**config.mk**
```make
export PLATFORM = sky130hd
export DESIGN_NAME = csp_ctrl
export DESIGN_NICKNAME = d
export VERILOG_FILES = /design/src/csp_pkg.sv /design/src/csp_sync.sv /design/src/csp_boost.sv /design/src/csp_ctrl.sv
export SDC_FILE = /design/constraint.sdc
export NUM_CORES = 1
export LEC_CHECK = 0
export ABC_CLOCK_PERIOD_IN_PS = 2700
export BUFFER_PORTS_ARGS = -buffer_cell sky130_fd_sc_hd__buf_2
export CAP_MARGIN = 20
export CORE_AREA = 10 10 126 186
export DETAILED_ROUTE_END_ITERATION = 7
export DIE_AREA = 0 0 136 196
export GPL_TIMING_DRIVEN = 0
export PLACE_DENSITY_LB_ADDON = 0.25
export SETUP_SLACK_MARGIN = 0.02
export SLEW_MARGIN = 20
export SYNTH_ARGS = -nofsm -noshare
export SYNTH_HDL_FRONTEND = slang
export SYNTH_SLANG_ARGS = --single-unit
export TNS_END_PERCENT = 50
```
**constraint.sdc**
```tcl
create_clock -name SYS_CLK -period 2.7 [get_ports SYS_CLK]
set_clock_uncertainty 0.15 [all_clocks]
set_input_delay 0.27 -clock SYS_CLK [delete_from_list [all_inputs] [get_ports SYS_CLK]]
set_output_delay 0.27 -clock SYS_CLK [all_outputs]
set_load 0.02 [all_outputs]
```
**src/csp_pkg.sv**
```systemverilog
// Package with shared types, states and timing constants for the charger control.
package csp_pkg;

  // Clock rate in kHz (cycles per millisecond) and synchroniser stage count.
  localparam int unsigned CLK_KHZ = 200000;
  localparam int unsigned SYNC_STAGES = 2;

  // Documented times, in milliseconds.
  localparam int unsigned BOOST_RETRY_MS = 300;
  localparam int unsigned BOOST_ON_MS = 60;

  // Default times for values not given numerically, in milliseconds except the debounce in microseconds.
  // Top-off default stays below the 32-bit cycle counter range.
  localparam int unsigned TOPOFF_TIME_MS = 20000;
  localparam int unsigned PREQUAL_TIME_MS = 1800000;
  localparam int unsigned FASTCHARGE_TIME_MS = 36000000;
  localparam int unsigned OC_DEBOUNCE_US = 100;
  localparam int unsigned OC_RETRY_MS = 150;

  // Cycle counts derived from the times above.
  localparam int unsigned BOOST_RETRY_CYC = BOOST_RETRY_MS * CLK_KHZ;
  localparam int unsigned BOOST_ON_CYC = BOOST_ON_MS * CLK_KHZ;
  localparam int unsigned OC_DEBOUNCE_CYC = (OC_DEBOUNCE_US * CLK_KHZ) / 1000;
  localparam int unsigned OC_RETRY_CYC = OC_RETRY_MS * CLK_KHZ;

  // Current and voltage scaling.
  localparam logic [7:0] CUR_FULL = 8'h64;
  localparam logic [7:0] CUR_STEP = 8'h05;
  localparam logic [7:0] FOLD_ZERO_DEG = 8'h14;
  localparam logic [7:0] VREG_DROP_MV = 8'h96;

  // Charger states, one-hot.
  typedef enum logic [9:0] {
    ST_INIT     = 10'h001,
    ST_BUCK     = 10'h002,
    ST_PRECHG   = 10'h004,
    ST_TRICKLE  = 10'h008,
    ST_FC_CC    = 10'h010,
    ST_FC_CV    = 10'h020,
    ST_TOPOFF   = 10'h040,
    ST_DONE     = 10'h080,
    ST_TFAULT   = 10'h100,
    ST_TSHDN    = 10'h200
  } csp_state_t;

  // Battery temperature zone, from the thermistor comparators.
  typedef struct packed {
    logic cold;
    logic cool;
    logic warm;
    logic hot;
  } csp_zone_t;

  // Analog comparator results.
  typedef struct packed {
    logic input_valid;
    logic thm_above_en;
    logic vbat_above_prechg;
    logic vbat_above_trickle;
    logic vbat_above_reg;
    logic vbat_below_restart;
    logic ichg_below_topoff;
    logic tj_above_shdn;
    logic vsys_below_pu;
    logic ibat_above_oc;
    logic boost_overload;
    logic charger_input_below_boost;
    logic rd_detected;
    logic cc_active2;
  } csp_cmp_t;

  // Saturating timer compare, shared by the timer users.
  function automatic logic csp_expired(input logic [31:0] cnt,
                                       input logic [31:0] lim);
    return cnt >= lim;
  endfunction

endpackage

```
**src/csp_sync.sv**
```systemverilog
// Two-flop synchroniser for a bundle of comparator levels.
`timescale 1ns/10ps
module csp_sync (
  input  wire logic              clk,
  input  wire logic              rst_n,
  input  wire csp_pkg::csp_cmp_t d,
  input  wire csp_pkg::csp_zone_t zd,
  output csp_pkg::csp_cmp_t      q,
  output csp_pkg::csp_zone_t     zq
);

  csp_pkg::csp_cmp_t  s1_q;
  csp_pkg::csp_zone_t z1_q;

  // First stage feeds only the second stage.
  always_ff @(posedge clk or negedge rst_n) begin
    if (!rst_n) begin
      s1_q <= '0;
      z1_q <= '0;
      q    <= '0;
      zq   <= '0;
    end else begin
      s1_q <= d;
      z1_q <= zd;
      q    <= s1_q;
      zq   <= z1_q;
    end
  end

endmodule

```
**src/csp_boost.sv**
```systemverilog
// Reverse boost control with overload retry and CC source handling.
`timescale 1ns/10ps
module csp_boost (
  input  wire logic clk,
  input  wire logic rst_n,
  input  wire logic enable,
  input  wire logic charger_input_low,
  input  wire logic overload,
  input  wire logic rd_detected,
  input  wire logic cc_active2,
  output logic      boost_on,
  output logic      switch_closed,
  output logic      cc_lowpower,
  output logic      cc1_source,
  output logic      cc2_source
);

  logic [31:0] cnt_q;
  logic        off_q;
  logic        on_win_q;
  wire  logic  run = enable & charger_input_low;

  // Retry timing: 300 ms off after an overload, then a 60 ms trial window.
  always_ff @(posedge clk or negedge rst_n) begin
    if (!rst_n) begin
      cnt_q    <= '0;
      off_q    <= 1'b0;
      on_win_q <= 1'b0;
    end else if (!run) begin
      cnt_q    <= '0;
      off_q    <= 1'b0;
      on_win_q <= 1'b0;
    end else if (off_q) begin
      if (csp_pkg::csp_expired(cnt_q, 32'(csp_pkg::BOOST_RETRY_CYC - 1))) begin
        off_q    <= 1'b0;
        on_win_q <= 1'b1;
        cnt_q    <= '0;
      end else begin
        cnt_q <= cnt_q + 32'h1;
      end
    end else if (overload && (!on_win_q ||
             csp_pkg::csp_expired(cnt_q, 32'(csp_pkg::BOOST_ON_CYC - 1)))) begin
      off_q <= 1'b1;
      cnt_q <= '0;
    end else if (on_win_q) begin
      cnt_q <= cnt_q + 32'h1;
      if (!overload) begin
        on_win_q <= 1'b0;
      end
    end
  end

  // Converter mode and CC pin drive.
  assign boost_on      = run;
  assign switch_closed = run & ~off_q;
  assign cc_lowpower   = run & ~rd_detected;
  assign cc1_source    = run & rd_detected & ~cc_active2;
  assign cc2_source    = run & rd_detected & cc_active2;

  // Overload outside the trial window opens the switch the next cycle.
  overload_off_a: assert property (@(posedge clk) disable iff (!rst_n)
    run && !off_q && !on_win_q && overload |=> !switch_closed)
    else $error("switch stayed closed on overload");

  // Boost never runs with a live input.
  boost_gate_a: assert property (@(posedge clk) disable iff (!rst_n)
    boost_on |-> enable && charger_input_low)
    else $error("boost ran without enable or low input");

  // Only one CC source at a time.
  cc_single_a: assert property (@(posedge clk) disable iff (!rst_n)
    !(cc1_source && cc2_source) && !(cc_lowpower && cc1_source))
    else $error("CC pins driven inconsistently");

  cov_retry: cover property (@(posedge clk) disable iff (!rst_n)
    off_q ##1 !off_q);

endmodule

```
**src/csp_ctrl.sv**
```systemverilog
`timescale 1ns/10ps
module csp_ctrl #(
  parameter int unsigned TOPOFF_CYC     = csp_pkg::TOPOFF_TIME_MS
                                          * csp_pkg::CLK_KHZ,
  parameter int unsigned PREQUAL_CYC    = 32'hffffffff,
  parameter int unsigned FASTCHARGE_CYC = 32'hffffffff,
  parameter int unsigned OC_RETRY_CYC   = csp_pkg::OC_RETRY_CYC,
  parameter int unsigned OC_DEBOUNCE_CYC = csp_pkg::OC_DEBOUNCE_CYC
) (
  input  wire logic               SYS_CLK,
  input  wire logic               RST_N,
  input  wire csp_pkg::csp_cmp_t  CMP,
  input  wire csp_pkg::csp_zone_t ZONE,
  input  wire logic               JEITA_FULL,
  input  wire logic               BOOST_ENABLE_INPUT,
  input  wire logic [7:0]         TJ_OVER_FOLD,
  output logic [7:0]              CHG_CUR_PCT,
  output logic                    VREG_REDUCE,
  output logic                    SOFT_START,
  output logic                    CHARGER_ON,
  output logic                    STAT_O,
  output logic                    STAT_OE_N,
  output logic                    INPUT_OK_N,
  output logic                    BATTERY_SWITCH_ON,
  output logic                    BUCK_ON,
  output logic                    SYSPU_LIMIT,
  output logic                    BOOST_ON,
  output logic                    BYP_SWITCH_ON,
  output logic                    CC_LOWPOWER,
  output logic                    CC1_SOURCE,
  output logic                    CC2_SOURCE,
  output csp_pkg::csp_state_t     STATE
);

  csp_pkg::csp_cmp_t   c;
  csp_pkg::csp_zone_t  z;
  csp_pkg::csp_state_t st_q;
  csp_pkg::csp_state_t st_d;
  logic [31:0]         tmr_q;
  logic [31:0]         oc_cnt_q;
  logic                oc_trip_q;
  logic                from_done_q;
  logic [7:0]          cur_q;

  // Comparator levels pass a two-flop synchroniser first.
  csp_sync u_sync (
    .clk   (SYS_CLK),
    .rst_n (RST_N),
    .d     (CMP),
    .zd    (ZONE),
    .q     (c),
    .zq    (z)
  );

  // Reverse boost path.
  csp_boost u_boost (
    .clk           (SYS_CLK),
    .rst_n         (RST_N),
    .enable        (BOOST_ENABLE_INPUT),
    .charger_input_low     (c.charger_input_below_boost),
    .overload      (c.boost_overload),
    .rd_detected   (c.rd_detected),
    .cc_active2    (c.cc_active2),
    .boost_on      (BOOST_ON),
    .switch_closed (BYP_SWITCH_ON),
    .cc_lowpower   (CC_LOWPOWER),
    .cc1_source    (CC1_SOURCE),
    .cc2_source    (CC2_SOURCE)
  );

  // Zone decode: suspend in hot/cold, adjust only in the full variant.
  wire logic zone_stop  = z.cold | z.hot;
  wire logic zone_half  = JEITA_FULL & z.cool & ~z.cold;
  wire logic zone_vdrop = JEITA_FULL & z.warm & ~z.hot;
  wire logic charging   = (st_q == csp_pkg::ST_PRECHG) ||
                          (st_q == csp_pkg::ST_TRICKLE) ||
                          (st_q == csp_pkg::ST_FC_CC) ||
                          (st_q == csp_pkg::ST_FC_CV) ||
                          (st_q == csp_pkg::ST_TOPOFF);
  wire logic pq_state   = (st_q == csp_pkg::ST_PRECHG) ||
                          (st_q == csp_pkg::ST_TRICKLE);
  wire logic fc_state   = (st_q == csp_pkg::ST_FC_CC) ||
                          (st_q == csp_pkg::ST_FC_CV);
  wire logic pq_exp  = csp_pkg::csp_expired(tmr_q, 32'(PREQUAL_CYC));
  wire logic fc_exp  = csp_pkg::csp_expired(tmr_q, 32'(FASTCHARGE_CYC));
  wire logic to_exp  = csp_pkg::csp_expired(tmr_q, 32'(TOPOFF_CYC));
  wire logic restart = c.vbat_below_restart;

  // Next-state logic; shutdown, then input loss, take priority over all else.
  always_comb begin
    st_d = st_q;
    if (c.tj_above_shdn) begin
      st_d = csp_pkg::ST_TSHDN;
    end else if (!c.input_valid) begin
      st_d = csp_pkg::ST_INIT;
    end else if (st_q == csp_pkg::ST_TFAULT) begin
      st_d = csp_pkg::ST_TFAULT;
    end else if (!c.thm_above_en) begin
      st_d = csp_pkg::ST_BUCK;
    end else begin
      case (st_q)
        csp_pkg::ST_INIT, csp_pkg::ST_BUCK, csp_pkg::ST_TSHDN: begin
          st_d = csp_pkg::ST_PRECHG;
        end
        csp_pkg::ST_PRECHG: begin
          if (pq_exp) st_d = csp_pkg::ST_TFAULT;
          else if (c.vbat_above_prechg) st_d = csp_pkg::ST_TRICKLE;
        end
        csp_pkg::ST_TRICKLE: begin
          if (pq_exp) st_d = csp_pkg::ST_TFAULT;
          else if (c.vbat_above_trickle) st_d = csp_pkg::ST_FC_CC;
        end
        csp_pkg::ST_FC_CC: begin
          if (fc_exp) st_d = csp_pkg::ST_TFAULT;
          else if (c.vbat_above_reg) st_d = csp_pkg::ST_FC_CV;
        end
        csp_pkg::ST_FC_CV: begin
          if (fc_exp) st_d = csp_pkg::ST_TFAULT;
          else if (c.ichg_below_topoff) st_d = csp_pkg::ST_TOPOFF;
        end
        csp_pkg::ST_TOPOFF: begin
          if (restart) st_d = csp_pkg::ST_FC_CC;
          else if (to_exp) st_d = csp_pkg::ST_DONE;
        end
        csp_pkg::ST_DONE: begin
          if (restart) st_d = csp_pkg::ST_FC_CC;
        end
        default: st_d = csp_pkg::ST_INIT;
      endcase
    end
  end

  // Timer restarts on a new timing class; CC and CV share one budget.
  wire logic same_class = (pq_state && ((st_d == csp_pkg::ST_PRECHG) ||
                           (st_d == csp_pkg::ST_TRICKLE))) ||
                          (fc_state && ((st_d == csp_pkg::ST_FC_CC) ||
                           (st_d == csp_pkg::ST_FC_CV))) ||
                          (st_d == st_q);
  wire logic tmr_clear  = !same_class || !charging;

  // State register and safety timer.
  always_ff @(posedge SYS_CLK or negedge RST_N) begin
    if (!RST_N) begin
      st_q        <= csp_pkg::ST_INIT;
      tmr_q       <= '0;
      from_done_q <= 1'b0;
    end else begin
      st_q        <= st_d;
      tmr_q       <= tmr_clear ? 32'h0 : tmr_q + 32'h1;
      from_done_q <= (st_q == csp_pkg::ST_DONE) &&
                     (st_d == csp_pkg::ST_FC_CC);
    end
  end

  // Current target: foldback 5% per degree, zero at 20 degrees, halved cool.
  wire logic [7:0] fold_cut = (TJ_OVER_FOLD >= csp_pkg::FOLD_ZERO_DEG) ?
                              csp_pkg::CUR_FULL :
                              8'(TJ_OVER_FOLD * csp_pkg::CUR_STEP);
  wire logic [7:0] base_cur = zone_half ? (csp_pkg::CUR_FULL >> 1) :
                              csp_pkg::CUR_FULL;
  wire logic [7:0] fold_cur = (fold_cut >= base_cur) ? 8'h00 :
                              8'(base_cur - fold_cut);
  wire logic       chg_en   = charging && !zone_stop && c.thm_above_en;

  // Registered current command.
  always_ff @(posedge SYS_CLK or negedge RST_N) begin
    if (!RST_N) begin
      cur_q <= 8'h00;
    end else begin
      cur_q <= chg_en ? fold_cur : 8'h00;
    end
  end

  // Battery overcurrent: debounce, trip, then retry after low rail time.
  always_ff @(posedge SYS_CLK or negedge RST_N) begin
    if (!RST_N) begin
      oc_cnt_q  <= '0;
      oc_trip_q <= 1'b0;
    end else if (!oc_trip_q) begin
      if (!c.ibat_above_oc) begin
        oc_cnt_q <= '0;
      end else if (csp_pkg::csp_expired(oc_cnt_q,
                                        32'(OC_DEBOUNCE_CYC - 1))) begin
        oc_trip_q <= 1'b1;
        oc_cnt_q  <= '0;
      end else begin
        oc_cnt_q <= oc_cnt_q + 32'h1;
      end
    end else if (!c.vsys_below_pu) begin
      oc_cnt_q <= '0;
    end else if (csp_pkg::csp_expired(oc_cnt_q, 32'(OC_RETRY_CYC - 1))) begin
      oc_trip_q <= 1'b0;
      oc_cnt_q  <= '0;
    end else begin
      oc_cnt_q <= oc_cnt_q + 32'h1;
    end
  end

  // Output assignments.
  assign CHG_CUR_PCT       = cur_q;
  assign VREG_REDUCE       = zone_vdrop;
  assign SOFT_START        = charging && !from_done_q;
  assign CHARGER_ON        = chg_en && !oc_trip_q;
  assign STAT_O            = 1'b0;
  assign STAT_OE_N         = !charging;
  assign INPUT_OK_N        = !c.input_valid;
  assign BATTERY_SWITCH_ON = !oc_trip_q;
  assign BUCK_ON           = c.input_valid && !oc_trip_q &&
                             (st_q != csp_pkg::ST_TSHDN) &&
                             (st_q != csp_pkg::ST_TFAULT);
  assign SYSPU_LIMIT       = c.vsys_below_pu;
  assign STATE             = st_q;

  // Done never commands current.
  done_zero_a: assert property (@(posedge SYS_CLK) disable iff (!RST_N)
    st_q == csp_pkg::ST_DONE |=> cur_q == 8'h00)
    else $error("current commanded in done");

  // Timer fault is left only through init or thermal shutdown.
  tfault_exit_a: assert property (@(posedge SYS_CLK) disable iff (!RST_N)
    st_q == csp_pkg::ST_TFAULT |=> st_q inside {csp_pkg::ST_TFAULT,
      csp_pkg::ST_INIT, csp_pkg::ST_TSHDN})
    else $error("timer fault left without input cycle");

  // Timer fault floats status and stops charging.
  tfault_off_a: assert property (@(posedge SYS_CLK) disable iff (!RST_N)
    st_q == csp_pkg::ST_TFAULT |-> STAT_OE_N && !CHARGER_ON)
    else $error("timer fault output wrong");

  // Overtemperature reaches shutdown after the synchroniser delay.
  tshdn_a: assert property (@(posedge SYS_CLK) disable iff (!RST_N)
    CMP.tj_above_shdn [*4] |-> st_q == csp_pkg::ST_TSHDN)
    else $error("shutdown not entered");

  // Input loss goes to init with timer cleared.
  init_a: assert property (@(posedge SYS_CLK) disable iff (!RST_N)
    !c.input_valid && !c.tj_above_shdn |=> st_q == csp_pkg::ST_INIT
      ##1 tmr_q == 32'h0)
    else $error("init not entered on input loss");

  // Top-off expiry moves to done.
  topoff_done_a: assert property (@(posedge SYS_CLK) disable iff (!RST_N)
    st_d == csp_pkg::ST_TOPOFF && st_q == csp_pkg::ST_TOPOFF && to_exp
      |-> 1'b0)
    else $error("top-off held past its time");

  // Overcurrent trip opens the battery switch.
  oc_trip_a: assert property (@(posedge SYS_CLK) disable iff (!RST_N)
    $rose(oc_trip_q) |-> !BATTERY_SWITCH_ON && !BUCK_ON)
    else $error("switch closed after trip");

  // Thermistor low forces buck with no charge.
  thm_buck_a: assert property (@(posedge SYS_CLK) disable iff (!RST_N)
    c.input_valid && !c.thm_above_en && !c.tj_above_shdn &&
      st_q != csp_pkg::ST_TFAULT |=> !CHARGER_ON)
    else $error("charging with thermistor low");

  cov_done: cover property (@(posedge SYS_CLK) disable iff (!RST_N)
    st_q == csp_pkg::ST_DONE ##1 st_q == csp_pkg::ST_FC_CC);
  cov_tfault: cover property (@(posedge SYS_CLK) disable iff (!RST_N)
    st_q == csp_pkg::ST_TFAULT);
  cov_oc: cover property (@(posedge SYS_CLK) disable iff (!RST_N)
    $fell(oc_trip_q));

endmodule

```
==> run metrics <==
Max-cap violations 0; routed wire length about 19 mm; initial antenna violation count 0; share of flip-flops with an asynchronous set or reset 100%; CP peak stage delay ~0.43 ns; initial drt markers approximately 350; Vias approximately 6.3k; Worst R2R Start STATE[4]$_DFF_PN0_; P&R area growth vs syn 31.3%; Post-synth EDFFs 0; placed wire-length estimate between 10 and 15 mm; Die Area 26700 um2; Nets between 900 and 1k; I/O Buffers 60; commonest cells after routing, fill and taps aside 147 x dfrtp_1, 102 x nor2_1, 60 x buf_2, 53 x nand2_1, 49 x xor2_1; Max-Slew Margin vs Limit 59.9%; n_diodes 0; crit path kind flop to flop; clock sink total around 150; worst setup path end tmr_q[19]$_DFF_PN0_; R2R cell count 10; unrepaired setup endpoints after global routing yes; Fin Hold WS roughly 0.090 ns; drt pass-1 iters 5; die width approximately 140 um; Yosys Warn Count 0; CTS root buffer clkbuf_16; GPL Wtd Cong about 0.9; peak supply drop around 0.00044 V; CP endpoint kind flop; final worst slack -0.0579 ns; FP Rows 64; H-tree depth 4; most area-consuming cells after synthesis dfrtp_1 49%, xor2_1 5.5%, xnor2_1 5.1%; share of layout cells above drive strength 1 28.1%; fmax about 0.36 GHz; die height ~200 um; CP required about 2.9 ns; core footprint between 20000 and 25000 um2; critical path launch point type flop; Setup crit start STATE[4]$_DFF_PN0_; ANT nets after route 0; Mapped Cells ~790; Clock Pin Slew Worst Setup and Hold Paths ~0.060 ns; share of Yosys cell area claimed by the top area cell type between 40% and 50%; post-synth top area cell dfrtp_1; mean cell area of the mapped netlist roughly 10 um2; CTS tree done; endpoints failing hold 0; DRC 0; DP Worst Slack -0.377 ns; final setup vio count 31; failing checks setup timing; status finished, violations left; Worst-Margin Slew between 0.6 and 0.7 ns; Max Slew Vio Count 0; Post-Layout Inst Area approximately 10000 um2; wire length of the first global-routing pass just over 30 mm; grt ovf 0; Netlist cell types 75; minimum clock period 2.76 ns; Num CTS Buffers 17; vias in the first global route ~6.3k; # IOs 62; leading cell type in the layout, fill and taps excluded dfrtp_1; CP arrival around 3.0 ns; Clock Latency Late Sink between 0.4 and 0.5 ns; leakage 4.33 nW; slowest CP cell o31ai_4; crit-path max FO 7; type of the most critical hold path input pin to flop; area of the mapped netlist 7890 um2; Via density between 5 and 6; CP delay by family, top compound AO/OA/AOI/OAI gates; r2r endpoint tmr_q[19]$_DFF_PN0_; worst path cell trace buf_8, xor2_4, a211oi_4, o22ai_4, o31ai_4, mux2i_2, nand4_4, buf_12, clkbuf_16, a21oi_2; initial cell density of the core 39.3%; Main synth FF type dfrtp_1; Seq cells post-synth 154; FF-to-FF setup slack -0.06 ns; Crit. path cell count 10; placed cell area 8610 um2; gr usage total between 10% and 20%; largest net degree at the start of global routing just over 80; WL/cell approximately 16 um; CP bufs+invs 3; post-synthesis sequential area ratio a little under 50%; Final period util 102%; pwr dens 475 nW/um2; Setup TNS -1.03 ns; Fillers about 1.8k; Max Root-Sink Buffers 2
-- logic make-up after synthesis --
group | Yosys count | share of synthesized area (%)
xor+xnor | 96 | 10.7
flops | 154 | 48.8
compound gates | 111 | 10.1
simple gates | 341 | 23.1
fa+ha+maj | 20 | 3.36
other cells | 1 | 0.0475
mux | 1 | 0.127
buf+inv | 63 | 3.80
-- layout make-up --
| type | count | area, um2 | area share [%] |
|---|---|---|---|
| plain buffers | 27 | 219 | 2.11 |
| clock buffers | 19 | 433 | 4.18 |
| clock inverters | 12 | 93.8 | 0.906 |
| well taps | 264 | 330 | 3.19 |
| inverters | 34 | 128 | 1.23 |
| flip-flops and latches | 154 | 3860 | 37.3 |
| repair buffers | 131 | 1020 | 9.82 |
| multi-input cells | 577 | 4280 | 41.3 |
-- repair_timing --
item	CTS	global route
endpoints found under the setup margin	56	97
setup buffers	30	20
hold endpoints to repair	96	0
gates cloned	2	2
pin swaps	18	27
hold buffers	19	0
resized for setup	51	96
-- stage by stage --
step           util (%)  power, W  instances
2_1_floorplan         -   0.00260        794
3_3_place_gp       42.7   0.00273       1118
3_5_place_dp       42.8   0.00274       1119
4_1_cts            48.7   0.00496       1200
5_1_grt            51.6   0.00513       1218
6_report           51.6   0.00492       1218
-- worst min path at each step --
stage | startpoint | slack, ns | depth (start not counted) | to
floorplan | RST_N | -0.18 | 0 | CHG_CUR_PCT[0]$_DFF_PN0_
global placement | u_sync.z1_q[3]$_DFF_PN0_ | 0.18 | 0 | u_sync.zq[3]$_DFF_PN0_
detailed placement | RST_N | 0.15 | 1 | u_boost.cnt_q[29]$_DFFE_PN0P_
CTS | TJ_OVER_FOLD[0] | 0.08 | 3 | CHG_CUR_PCT[0]$_DFF_PN0_
global route | TJ_OVER_FOLD[0] | 0.1 | 3 | CHG_CUR_PCT[0]$_DFF_PN0_
finish | TJ_OVER_FOLD[0] | 0.09 | 3 | CHG_CUR_PCT[0]$_DFF_PN0_
-- power breakdown --
part / switching, W / leakage, nW / internal (W) / total (W)
clock network: 0.000965 / 0.238 / 0.00118 / 0.00214
registers: 0.0000331 / 2.03 / 0.00235 / 0.00238
logic: 0.000227 / 2.06 / 0.000171 / 0.000399
total: 0.00123 / 4.33 / 0.00370 / 0.00492
-- registers in the layout, indices dropped and copies added (netlist names), 4 cells and up --
signal and cells:
tmr_q 32, u_sync.zq 4, STATE 10, u_sync.z1_q 4
CHG_CUR_PCT 8, oc_cnt_q 32, u_sync.s1_q 14, u_boost.cnt_q 32
u_sync.q 14
-- worst reg2reg max path, stage by stage (launching register included) --
cell and delay (ns):
dfrtp_2 0.42, buf_8 0.14, xor2_4 0.16, a211oi_4 0.32
o22ai_4 0.15, o31ai_4 0.43, mux2i_2 0.32, nand4_4 0.15
buf_12 0.18, clkbuf_16 0.16, a21oi_2 0.12
-- synthesized netlist by cell type (all sizes together), types with 3 or more instances --
cell type	number
dfrtp	153
nor2	107
nand2	55
xor2	50
xnor2	46
a21oi	43
nand3	43
inv	34
nor3	28
nand4	24
ha	18
nor4	18
o21ai	17
buf	15
and3	14
clkbuf	14
a211oi	8
nand2b	8
a31oi	7
nor4b	7
or4	7
a21o	6
and4	6
nor3b	5
and2	4
o31ai	4
or2	4
and2b	3
nor2b	3
-- per-layer routing --
metal  track usage [%]  part of all wire [%]  vias up  wire (um)
met5                 0                     0        -          0
met4              5.74                   2.2        0        413
met3              2.43                   2.9       32        551
met2              24.8                    54      110      10300
met1              15.8                    41     3089       7750
li1                  -                     -     3036          -
No activity file was read; power rests on OpenSTA's default activity.
